[config.mk]
export PLATFORM = sky130hd
export DESIGN_NAME = rlf_limit_scale
export DESIGN_NICKNAME = d
export VERILOG_FILES = /design/src/logic/rlf_pkg.sv /design/src/logic/rlf_limit_scale.sv
export SDC_FILE = /design/constraint.sdc
export NUM_CORES = 2
export LEC_CHECK = 0
export BUFFER_PORTS_ARGS = -buffer_cell sky130_fd_sc_hd__buf_4
export CORE_ASPECT_RATIO = 1.25
export CORE_MARGIN = 4
export CORE_UTILIZATION = 35
export CTS_CLUSTER_SIZE = 10
export DETAILED_ROUTE_END_ITERATION = 10
export GPL_TIMING_DRIVEN = 0
export SLEW_MARGIN = 20
export SYNTH_ARGS = -nofsm -noshare
export SYNTH_HDL_FRONTEND = slang
export SYNTH_SLANG_ARGS = --single-unit
[constraint.sdc]
create_clock -name ref_clk -period 7.1 [get_ports ref_clk]
set_clock_uncertainty 0.15 [all_clocks]
set_input_delay 0.71 -clock ref_clk [delete_from_list [all_inputs] [get_ports ref_clk]]
set_output_delay 0.71 -clock ref_clk [all_outputs]
set_load 0.1 [all_outputs]
[src/logic/rlf_pkg.sv]
// package of constants for the rms limit flag and unit scaling block
package rlf_pkg;
   // ********************
   // register offsets
   // ********************
   localparam logic [11:0] OFF_CURRENT_RMS_A = 12'h1CC;
   localparam logic [11:0] OFF_VOLTAGE_RMS_A = 12'h1D0;
   localparam logic [11:0] OFF_POWER_A = 12'h1D4;
   localparam logic [11:0] OFF_ENERGY_A = 12'h1D8;
   localparam logic [11:0] OFF_SCALED_CURRENT_A = 12'h831;
   localparam logic [11:0] OFF_SCALED_VOLTAGE_A = 12'h832;
   localparam logic [11:0] OFF_SCALED_POWER_A = 12'h833;
   localparam logic [11:0] OFF_SCALED_ENERGY_A = 12'h834;
   localparam logic [11:0] OFF_OV_THRESHOLD = 12'h100;
   localparam logic [11:0] OFF_OC_THRESHOLD = 12'h102;
   localparam logic [11:0] OFF_UV_THRESHOLD = 12'h104;
   localparam logic [11:0] OFF_IRQ_FLAG = 12'h106;
   localparam logic [11:0] OFF_IRQ_MASK = 12'h108;
   localparam logic [11:0] OFF_ADC_RATE = 12'h10A;
   localparam logic [11:0] OFF_CUR_COEFF = 12'h10C;
   localparam logic [11:0] OFF_VOLT_COEFF = 12'h10E;
   localparam logic [11:0] OFF_PWR_COEFF = 12'h110;
   localparam logic [11:0] OFF_ENR_COEFF = 12'h112;
   localparam logic [11:0] OFF_PHASE_FLAGS_A = 12'h114;
   localparam logic [11:0] OFF_PHASE_FLAGS_B = 12'h116;
   localparam logic [11:0] OFF_PHASE_FLAGS_C = 12'h118;
   // ********************
   // fields and reset values
   // ********************
   localparam int RMS_CMP_HI = 23;
   localparam int RMS_CMP_LO = 8;
   localparam int FRAC_BITS = 16;
   localparam int FLAG_OC = 0;
   localparam int FLAG_OV = 1;
   localparam int FLAG_UV = 2;
   localparam logic [15:0] ADC_RATE_RESET = 16'h013F;
   localparam logic [15:0] THRESHOLD_RESET = 16'h0000;
   localparam logic [15:0] COEFF_RESET = 16'h0000;
   localparam int FRAME_CLK_MULT = 8;
endpackage : rlf_pkg

[src/logic/rlf_limit_scale.sv]
// rms limit flags, frame timer and virtual register scaling
`timescale 1ns/1ns
// How it works
// - thresholds compare against rms result bits 23 to 8
// - rms voltage above threshold sets overvoltage; current above sets overcurrent
// - interrupt request when a set flag has its enable bit
// - flags stay set until reset or host write clears them
// - frame period is (divider plus one) times eight clocks, divider resets 319
// - virtual read returns meter result times its matching coefficient
// - scaled result has sixteen fractional bits
// - rms voltage not above undervoltage threshold sets undervoltage
// - only mask-enabled flag bits generate the interrupt
// - each phase keeps its own copy of oc, ov and uv flags
module rlf_limit_scale
   import rlf_pkg::*;
#(
   parameter int PHASES = 3
) (
   input wire logic ref_clk,
   input wire logic rst_n,
   input wire logic [PHASES*24-1:0] voltage_rms_result,
   input wire logic [PHASES*24-1:0] current_rms_result,
   input wire logic [31:0] power_result_a,
   input wire logic [31:0] energy_result_a,
   input wire logic result_valid,
   input wire logic reg_wr,
   input wire logic reg_rd,
   input wire logic [11:0] reg_addr,
   input wire logic [31:0] reg_wdata,
   output logic [31:0] reg_rdata,
   output logic reg_rvalid,
   output logic frame_tick,
   output logic irq
);
   // ********************
   // programmable registers
   // ********************
   logic [15:0] overvoltage_threshold;
   logic [15:0] overcurrent_threshold;
   logic [15:0] undervoltage_threshold;
   logic [15:0] adc_rate_divider;
   logic [15:0] current_scale_coeff;
   logic [15:0] voltage_scale_coeff;
   logic [15:0] power_scale_coeff;
   logic [15:0] energy_scale_coeff;
   logic [2:0] irq_mask;
   logic [2:0] irq_flag;
   logic [2:0] phase_flags [PHASES];
   logic [18:0] frame_cnt;
   logic [2:0] phase_hit [PHASES];
   logic [2:0] next_irq_flag;

   always_ff @(posedge ref_clk or negedge rst_n) begin
      if (!rst_n) begin
         overvoltage_threshold <= THRESHOLD_RESET;
         overcurrent_threshold <= THRESHOLD_RESET;
         undervoltage_threshold <= THRESHOLD_RESET;
         adc_rate_divider <= ADC_RATE_RESET;
         current_scale_coeff <= COEFF_RESET;
         voltage_scale_coeff <= COEFF_RESET;
         power_scale_coeff <= COEFF_RESET;
         energy_scale_coeff <= COEFF_RESET;
         irq_mask <= 3'h0;
      end else if (reg_wr) begin
         if (reg_addr == OFF_OV_THRESHOLD) begin
            overvoltage_threshold <= reg_wdata[15:0];
         end else if (reg_addr == OFF_OC_THRESHOLD) begin
            overcurrent_threshold <= reg_wdata[15:0];
         end else if (reg_addr == OFF_UV_THRESHOLD) begin
            undervoltage_threshold <= reg_wdata[15:0];
         end else if (reg_addr == OFF_IRQ_MASK) begin
            irq_mask <= reg_wdata[2:0];
         end else if (reg_addr == OFF_ADC_RATE) begin
            adc_rate_divider <= reg_wdata[15:0];
         end else if (reg_addr == OFF_CUR_COEFF) begin
            current_scale_coeff <= reg_wdata[15:0];
         end else if (reg_addr == OFF_VOLT_COEFF) begin
            voltage_scale_coeff <= reg_wdata[15:0];
         end else if (reg_addr == OFF_PWR_COEFF) begin
            power_scale_coeff <= reg_wdata[15:0];
         end else if (reg_addr == OFF_ENR_COEFF) begin
            energy_scale_coeff <= reg_wdata[15:0];
         end
      end
   end

   // ********************
   // frame timer
   // ********************
   logic [18:0] frame_last;
   assign frame_last = 19'((32'(adc_rate_divider) + 1) * FRAME_CLK_MULT - 1);

   always_ff @(posedge ref_clk or negedge rst_n) begin
      if (!rst_n) begin
         frame_cnt <= 19'h00000;
         frame_tick <= 1'b0;
      end else if (frame_cnt >= frame_last) begin
         frame_cnt <= 19'h00000;
         frame_tick <= 1'b1;
      end else begin
         frame_cnt <= frame_cnt + 19'h00001;
         frame_tick <= 1'b0;
      end
   end

   // ********************
   // limit comparison
   // ********************
   always_comb begin
      next_irq_flag = 3'h0;
      for (int p = 0; p < PHASES; p++) begin
         phase_hit[p][FLAG_OV] = result_valid &&
            (voltage_rms_result[p*24+RMS_CMP_LO +: 16] > overvoltage_threshold);
         phase_hit[p][FLAG_OC] = result_valid &&
            (current_rms_result[p*24+RMS_CMP_LO +: 16] > overcurrent_threshold);
         phase_hit[p][FLAG_UV] = result_valid &&
            !(voltage_rms_result[p*24+RMS_CMP_LO +: 16] > undervoltage_threshold);
         next_irq_flag = next_irq_flag | phase_hit[p];
      end
   end

   // set wins over a clear arriving in the same cycle
   logic flag_clear;
   assign flag_clear = reg_wr && (reg_addr == OFF_IRQ_FLAG);

   always_ff @(posedge ref_clk or negedge rst_n) begin
      if (!rst_n) begin
         irq_flag <= 3'h0;
      end else begin
         irq_flag <= (irq_flag & ~(flag_clear ? reg_wdata[2:0] : 3'h0)) | next_irq_flag;
      end
   end

   always_ff @(posedge ref_clk or negedge rst_n) begin
      if (!rst_n) begin
         for (int p = 0; p < PHASES; p++) phase_flags[p] <= 3'h0;
      end else begin
         for (int p = 0; p < PHASES; p++) begin
            if (reg_wr && reg_addr == OFF_PHASE_FLAGS_A + 12'(2 * p)) begin
               phase_flags[p] <= (phase_flags[p] & ~reg_wdata[2:0]) | phase_hit[p];
            end else begin
               phase_flags[p] <= phase_flags[p] | phase_hit[p];
            end
         end
      end
   end

   always_ff @(posedge ref_clk or negedge rst_n) begin
      if (!rst_n) begin
         irq <= 1'b0;
      end else begin
         irq <= |(irq_flag & irq_mask);
      end
   end

   // ********************
   // read path with scaling
   // ********************
   // product keeps the low 32 bits: integer units above bit 16, fraction below
   function automatic logic [31:0] scale(input logic [31:0] res, input logic [15:0] cc);
      logic [47:0] prod;
      prod = 48'(res) * 48'(cc);
      return prod[31:0];
   endfunction : scale

   logic [31:0] next_rdata;
   always_comb begin
      next_rdata = 32'h0000_0000;
      if (reg_addr == OFF_CURRENT_RMS_A) begin
         next_rdata = {8'h00, current_rms_result[23:0]};
      end else if (reg_addr == OFF_VOLTAGE_RMS_A) begin
         next_rdata = {8'h00, voltage_rms_result[23:0]};
      end else if (reg_addr == OFF_POWER_A) begin
         next_rdata = power_result_a;
      end else if (reg_addr == OFF_ENERGY_A) begin
         next_rdata = energy_result_a;
      end else if (reg_addr == OFF_SCALED_CURRENT_A) begin
         next_rdata = scale({8'h00, current_rms_result[23:0]}, current_scale_coeff);
      end else if (reg_addr == OFF_SCALED_VOLTAGE_A) begin
         next_rdata = scale({8'h00, voltage_rms_result[23:0]}, voltage_scale_coeff);
      end else if (reg_addr == OFF_SCALED_POWER_A) begin
         next_rdata = scale(power_result_a, power_scale_coeff);
      end else if (reg_addr == OFF_SCALED_ENERGY_A) begin
         next_rdata = scale(energy_result_a, energy_scale_coeff);
      end else if (reg_addr == OFF_OV_THRESHOLD) begin
         next_rdata = {16'h0000, overvoltage_threshold};
      end else if (reg_addr == OFF_OC_THRESHOLD) begin
         next_rdata = {16'h0000, overcurrent_threshold};
      end else if (reg_addr == OFF_UV_THRESHOLD) begin
         next_rdata = {16'h0000, undervoltage_threshold};
      end else if (reg_addr == OFF_IRQ_FLAG) begin
         next_rdata = {29'h0, irq_flag};
      end else if (reg_addr == OFF_IRQ_MASK) begin
         next_rdata = {29'h0, irq_mask};
      end else if (reg_addr == OFF_ADC_RATE) begin
         next_rdata = {16'h0000, adc_rate_divider};
      end else if (reg_addr == OFF_CUR_COEFF) begin
         next_rdata = {16'h0000, current_scale_coeff};
      end else if (reg_addr == OFF_VOLT_COEFF) begin
         next_rdata = {16'h0000, voltage_scale_coeff};
      end else if (reg_addr == OFF_PWR_COEFF) begin
         next_rdata = {16'h0000, power_scale_coeff};
      end else if (reg_addr == OFF_ENR_COEFF) begin
         next_rdata = {16'h0000, energy_scale_coeff};
      end else if (reg_addr == OFF_PHASE_FLAGS_A) begin
         next_rdata = {29'h0, phase_flags[0]};
      end else if (reg_addr == OFF_PHASE_FLAGS_B && PHASES > 1) begin
         next_rdata = {29'h0, phase_flags[1 % PHASES]};
      end else if (reg_addr == OFF_PHASE_FLAGS_C && PHASES > 2) begin
         next_rdata = {29'h0, phase_flags[2 % PHASES]};
      end
   end

   always_ff @(posedge ref_clk or negedge rst_n) begin
      if (!rst_n) begin
         reg_rdata <= 32'h0000_0000;
         reg_rvalid <= 1'b0;
      end else begin
         reg_rvalid <= reg_rd;
         reg_rdata <= reg_rd ? next_rdata : 32'h0000_0000;
      end
   end

   // ********************
   // checks
   // ********************
   // gathers every phase's overvoltage copy so the check sees all phases
   logic [PHASES-1:0] phase_ov_seen;
   always_comb begin
      phase_ov_seen = '0;
      for (int p = 0; p < PHASES; p++) begin
         phase_ov_seen[p] = phase_flags[p][FLAG_OV];
      end
   end
endmodule : rlf_limit_scale

[Yosys cells after proc, flatten, opt, wreduce, memory -nomap -nowiden]
Index checks and enable logic that the tools add are counted.
Storage, ports and cells
  input bits: 257
  output and inout port bits: 35
  bits in registers: 197
  word-level logic and storage cells: 134
Cells by class
  reductions and logical operators: 26
  mux-type cells: 28
  bitwise operators: 24
  add/sub/neg operators: 3
  equality and inequality tests: 21
  multipliers: 4
  $lt $le $gt $ge: 10
Operators with widths (number)
  32-bit two-way mux: 9
  12-bit by 9-bit equality test with 1-bit output (second input constant): 17
  16-bit two-way mux: 10
  16-bit greater-than comparator: 9
  24-bit by 16-bit multiplier with 32-bit output: 2
  32-bit by 16-bit multiplier with 32-bit output: 2
  12-bit equality test (second input constant): 4
  3-bit bitwise OR: 9
  3-bit two-way mux: 7
  19-bit by 1-bit adder with 19-bit output (second input constant): 1
  19-bit >= comparator: 1
  19-bit two-way mux: 1
  19-bit by 1-bit subtractor with 19-bit output (second input constant): 1
  16-bit by 1-bit adder with 16-bit output (second input constant): 1
  3-bit AND: 5
  1-bit logical AND: 13
  10-bit AND reduction: 1
  9-bit AND reduction: 1
  1-bit NOT: 8
  8-bit AND reduction: 1
  7-bit AND reduction: 1
  3-bit NOT: 2
  6-bit AND reduction: 1
  5-bit AND reduction: 1
  6 further kinds: 8

[Logic depth before layout (Yosys ltp)]
  depth in word-level cells: 23
  mapped depth: 27
  mapped depth without buffers: 24

[Worst setup path before layout]
No wires, ideal clock.
  path type: input port to flip-flop
  start point: input current_rms_result[9]
  end point: register reg_rdata[31]
  required time: 6828 ps
  stages: 24
  arrival: 6688 ps
  path buffers: 2
  setup slack: 140 ps
  setup time: 122 ps
  cells stage by stage: clkbuf_1 -> clkbuf_1 -> nand2_1 -> fa_1 -> inv_1 -> fa_1 -> inv_1 -> fa_1 -> fa_1 -> inv_1 -> fa_1 -> inv_1 -> fa_1 -> inv_1 -> ha_1 -> a21o_1 -> a2111oi_0 -> a211oi_1 -> o21ai_1 -> o21a_1 -> nand2b_1 -> a31oi_1 -> xnor2_1 -> a2111oi_1
On the way
  cells in the longest elaborated chain, start to end: 7
Ends and longest elaborated chain
  from (decl): line rlf_limit_scale.sv:22  | input wire logic [PHASES*24-1:0] current_rms_result,
  24-bit by 16-bit multiplier with 32-bit output: line rlf_limit_scale.sv:162  | prod = 48'(res) * 48'(cc);
  32-bit two-way mux: line rlf_limit_scale.sv:177  | end else if (reg_addr == OFF_SCALED_CURRENT_A) begin
  32-bit two-way mux: line rlf_limit_scale.sv:175  | end else if (reg_addr == OFF_ENERGY_A) begin
  32-bit two-way mux: line rlf_limit_scale.sv:173  | end else if (reg_addr == OFF_POWER_A) begin
  32-bit two-way mux: line rlf_limit_scale.sv:171  | end else if (reg_addr == OFF_VOLTAGE_RMS_A) begin
  32-bit two-way mux: line rlf_limit_scale.sv:169  | if (reg_addr == OFF_CURRENT_RMS_A) begin
  32-bit two-way mux: line rlf_limit_scale.sv:220  | reg_rdata <= reg_rd ? next_rdata : 32'h0000_0000;
  to (signal assigned): line rlf_limit_scale.sv:220
  to (decl): line rlf_limit_scale.sv:30  | output logic [31:0] reg_rdata,
Every way passes these cells.
A chain may end at the register's enable or synchronous reset.

[Worst setup path in the final report]
  start point: register energy_scale_coeff[10]
  end point: register reg_rdata[31]
On the way
  cells in the longest elaborated chain, start to end: 10
Ends and longest elaborated chain
  from (decl): line rlf_limit_scale.sv:45  | logic [15:0] energy_scale_coeff;
  from (signal assigned): line rlf_limit_scale.sv:82  | energy_scale_coeff <= reg_wdata[15:0];
  32-bit by 16-bit multiplier with 32-bit output: line rlf_limit_scale.sv:162
  32-bit two-way mux: line rlf_limit_scale.sv:183  | end else if (reg_addr == OFF_SCALED_ENERGY_A) begin
  32-bit two-way mux: line rlf_limit_scale.sv:181  | end else if (reg_addr == OFF_SCALED_POWER_A) begin
  32-bit two-way mux: line rlf_limit_scale.sv:179  | end else if (reg_addr == OFF_SCALED_VOLTAGE_A) begin
  32-bit two-way mux: line rlf_limit_scale.sv:177
  32-bit two-way mux: line rlf_limit_scale.sv:175
  32-bit two-way mux: line rlf_limit_scale.sv:173
  32-bit two-way mux: line rlf_limit_scale.sv:171
  32-bit two-way mux: line rlf_limit_scale.sv:169
  32-bit two-way mux: line rlf_limit_scale.sv:220
Every way passes these cells.

==> results.toml <==
[synthesis]
mappedNetlistNets = 8571
post-synth-top-count-cell = "sky130_fd_sc_hd__inv_1"
synth-simple-area-share = 0.169
ys_types = 86
ys_dominant_reg_cell = "sky130_fd_sc_hd__dfrtp_1"
yosysTopAreaCellShare = 0.401
cell_types_occupying_the_most_area_after_synthesis = "sky130_fd_sc_hd__fa_1, sky130_fd_sc_hd__ha_1, sky130_fd_sc_hd__inv_1"
ys_ff_latch = 197
synth-edff-count = 0
ys_warn_count = 0
combined_area_of_all_synthesized_cells_mm2 = 0.0584
synth_compound_gate_area_share = 0.0811
xor_xnor_portion_of_the_synthesized_cell_area = 0.0335
synth.top_cells.by_count = "sky130_fd_sc_hd__inv_1, sky130_fd_sc_hd__fa_1, sky130_fd_sc_hd__nand2_1, sky130_fd_sc_hd__and2_1, sky130_fd_sc_hd__ha_1"
avgSynthCellArea_um2 = 8.71
synth_async_sr_flop_share = 1.00
synth-adder-area-share = 0.496
dominant_combinational_cell_family_by_area_after_synthesis = "adder cells"
yosys-mux-area-fraction = 0.0234
synth_instances = 6700
synth_top_area_cell = "sky130_fd_sc_hd__fa_1"
synth.yosys.seq_area_share = 0.0846

[sta]
slew_worst_pin_ns = 1.10
fin_crit_sh = 1.01
timing.final.setup_violations = 2
slew_headroom = 0.269
timing.fmax_mhz = 139
finalHoldViolCount = 0
finalMaxSlewViolations = 0
layout_min_cycle_time_ns = 7.19
fin_ws_ns = -0.0899
rsz0062_at_grt = "yes"
final.setup.tns_ns = -0.0967

[setup_path]
path_class = "flip-flop to flip-flop"
reg2reg_depth = 20
r2r_slack_ns = -0.09
rr_startpoint = "energy_scale_coeff[10]"
worst-path-max-fanout = 10
reg2reg_to = "reg_rdata[31]"
worstSetupEndpointType = "flip-flop"
timing.critical_path.arrival_ns = 7.37
required_ns = 7.28
worst_setup_path_start_kind = "flip-flop"

[drt]
drt_pass1_iterations = 6
drc = 0
avgRoutedWirePerCell_um = 25.3
routed_via_density = 5.37
vias = 49200
antenna_left = 0
route.final.wire_length_um = 232000
initialDrtViolationCount = 3864

[job]
max-cap-violations = 0

[global_route]
largest_net_degree_at_the_start_of_global_routing = 76
total_routing_usage_reported_by_global_routing = 0.266
first_global_vias = 52800
global_route.overflow_total = 0
initial_antenna_violation_count = 32
grt_first_pass_wirelength_um = 342000

[die]
core.rowCount = 167
vertical_die_dimension_um = 465
starting_density = 0.352
io-pin-count = 292
total_die_area_mm2 = 0.173
core_area_mm2 = 0.166
chipWidth_um = 373

[cts]
tritoncts = "built"
clkSinkCount = 197
worstSkewPairLatency_ns = 0.51
h-tree-depth = 4
max-clock-path-buffers = 2
cts_hold_buf = 0
clk_transition_reported_paths_ns = 0.10
cts-buffers-inserted = 17
cts.root.buffer_cell = "sky130_fd_sc_hd__clkbuf_16"

[cells_and_area]
post_layout_inst_area_mm2 = 0.0651
layout-drive-gt1-share = 0.113
postLayoutCoreUtil = 0.393
num-nets-final = 8802
areaGrowthSynthToFinish_pct = 11.5

[status]
violations = "negative setup slack"
run_status = "finished, violations left"

[placed_design]
dpl-instance-area_mm2 = 0.0629
gp_congestion = 1.03
io_buffers = 227
placement.setup.worst_slack_ns = -2.21
dpl.hpwl_um = 196000

[power_and_ir_drop]
p_comb_frac = 0.312
totalPowerFinal_w = 0.00319
vdd.ir_drop.worst_v = 0.000156
power_density_over_cell_area_mw_per_mm2 = 49.1
power.switching_fraction = 0.398
sequentialPowerShare = 0.366
internal-power_w = 0.00192
switching_power_w = 0.00127
power.clock.fraction = 0.322
standby_leakage_power_nw = 30.7

[min_path]
min-delay-path-class = "primary input to asynchronous set/reset pin"
## power groups by stage
| stage | clock, W | sequential [W] | combinational (W) |
|---|---|---|---|
| 6_report | 0.00103 | 0.00117 | 0.000997 |
| 5_1_grt | 0.00107 | 0.00117 | 0.00106 |
| 2_1_floorplan | 0 | 0.00120 | 0.000434 |
| 3_5_place_dp | 0 | 0.00119 | 0.000968 |
| 3_3_place_gp | 0 | 0.00119 | 0.000954 |
| 4_1_cts | 0.00103 | 0.00117 | 0.000976 |
## what timing repair did
item / CTS / global route
pin swaps: 11 / 25
gates resized for setup: 354 / 226
buffers inserted: 33 / 36
cloned: 0 / 1
endpoints found under the setup margin: 20 / 16
## flip-flops by register name, indices dropped and copies added (netlist names), 3 cells and up
name and cells:
irq_mask 3, power_scale_coeff 16, voltage_scale_coeff 16, overcurrent_threshold 16, energy_scale_coeff 16, adc_rate_divider 16, frame_cnt 19, phase_flags 9
irq_flag 3, undervoltage_threshold 16, reg_rdata 32, current_scale_coeff 16, overvoltage_threshold 16
## worst max-delay path, stage by stage (launching register included)
cell                        delay [ns]
sky130_fd_sc_hd__dfrtp_2          0.55
sky130_fd_sc_hd__buf_2            0.31
sky130_fd_sc_hd__nand2_1          0.11
sky130_fd_sc_hd__fa_1             0.54
sky130_fd_sc_hd__inv_1            0.06
sky130_fd_sc_hd__fa_1             0.55
sky130_fd_sc_hd__fa_1             0.44
sky130_fd_sc_hd__fa_1             0.47
sky130_fd_sc_hd__fa_1             0.49
sky130_fd_sc_hd__inv_1            0.05
sky130_fd_sc_hd__fa_1             0.53
sky130_fd_sc_hd__inv_1            0.06
sky130_fd_sc_hd__ha_1             0.38
sky130_fd_sc_hd__a2111oi_4        0.44
sky130_fd_sc_hd__a31oi_2          0.17
sky130_fd_sc_hd__o211a_1          0.29
sky130_fd_sc_hd__o21ai_0          0.23
sky130_fd_sc_hd__o31ai_1          0.12
sky130_fd_sc_hd__xnor2_1          0.41
sky130_fd_sc_hd__a221oi_2         0.16
sky130_fd_sc_hd__a2111oi_4        0.52
## per-stage QoR
stage / hold WS [ns] / instances
global placement: 0.325 / 9124
finish: 0.0181 / 9157
floorplan: 0.264 / 6700
CTS: 0.0223 / 9115
detailed placement: 0.336 / 9126
global route: 0.0538 / 9141
## worst max-delay path by stage
| stage | slack, ns | start | end |
|---|---|---|---|
| after floorplan | 0.14 | current_rms_result[9] | reg_rdata[31] |
| after global placement | -2.20 | current_rms_result[9] | reg_rdata[31] |
| after detailed placement | -2.21 | current_rms_result[9] | reg_rdata[31] |
| after CTS | -0.01 | energy_scale_coeff[10] | reg_rdata[27] |
| after global routing | -0.21 | energy_result_a[23] | reg_rdata[31] |
| final | -0.09 | energy_scale_coeff[10] | reg_rdata[31] |
## layer usage
| layer | up-vias | track usage | wire [um] |
|---|---|---|---|
| li1 | 21000 | - | - |
| met1 | 25200 | 0.324 | 88100 |
| met2 | 2285 | 0.434 | 106000 |
| met3 | 686 | 0.0636 | 20900 |
| met4 | 32 | 0.147 | 16200 |
| met5 | - | 0 | 216 |
## kinds of logic (layout without fill, tap and decap cells)
logic type	count (synthesis)	after routing
adder cells (fa/ha/maj)	1614	1614
AND/OR/NAND/NOR	2092	2092
AO/OA/AOI/OAI	720	720
XOR/XNOR	223	223
flip-flops	197	197
multiplexers	122	122
buffers and inverters	1732	1976
other	0	16
## area by class of cell
cell class              count  area [um^2]
fillers                 16800       101000
multi-input cells        4771        47500
inverters                1393         5230
flip-flops and latches    197         5040
well taps                2197         2750
repair buffers            299         2360
plain buffers             252         1590
clock buffers              18          429
clock inverters            14          181
diodes                     16         40.0
## placed cells by master, fill, tap and decap left out, types with 33 or more instances in the layout
cell type | synthesis | layout
sky130_fd_sc_hd__dfrtp_2 | 0 | 45
sky130_fd_sc_hd__nand4_1 | 46 | 46
sky130_fd_sc_hd__and2_1 | 521 | 521
sky130_fd_sc_hd__clkbuf_2 | 0 | 49
sky130_fd_sc_hd__a21o_1 | 61 | 61
sky130_fd_sc_hd__o21a_1 | 42 | 42
sky130_fd_sc_hd__nor2b_1 | 36 | 35
sky130_fd_sc_hd__fa_1 | 1168 | 1168
sky130_fd_sc_hd__o22ai_1 | 35 | 33
sky130_fd_sc_hd__a21oi_1 | 181 | 166
sky130_fd_sc_hd__inv_1 | 1393 | 1393
sky130_fd_sc_hd__o21ai_0 | 144 | 133
sky130_fd_sc_hd__nor2_1 | 164 | 163
sky130_fd_sc_hd__clkbuf_1 | 324 | 77
sky130_fd_sc_hd__mux2_2 | 116 | 116
sky130_fd_sc_hd__xor2_1 | 74 | 72
sky130_fd_sc_hd__dfrtp_1 | 190 | 134
sky130_fd_sc_hd__nand2_1 | 1123 | 1123
sky130_fd_sc_hd__buf_4 | 0 | 316
sky130_fd_sc_hd__nand3_1 | 56 | 56
sky130_fd_sc_hd__clkbuf_4 | 0 | 42
sky130_fd_sc_hd__nand2b_1 | 42 | 42
sky130_fd_sc_hd__xnor2_1 | 149 | 143
sky130_fd_sc_hd__ha_1 | 446 | 439
Power figures use the tool's default switching activity.
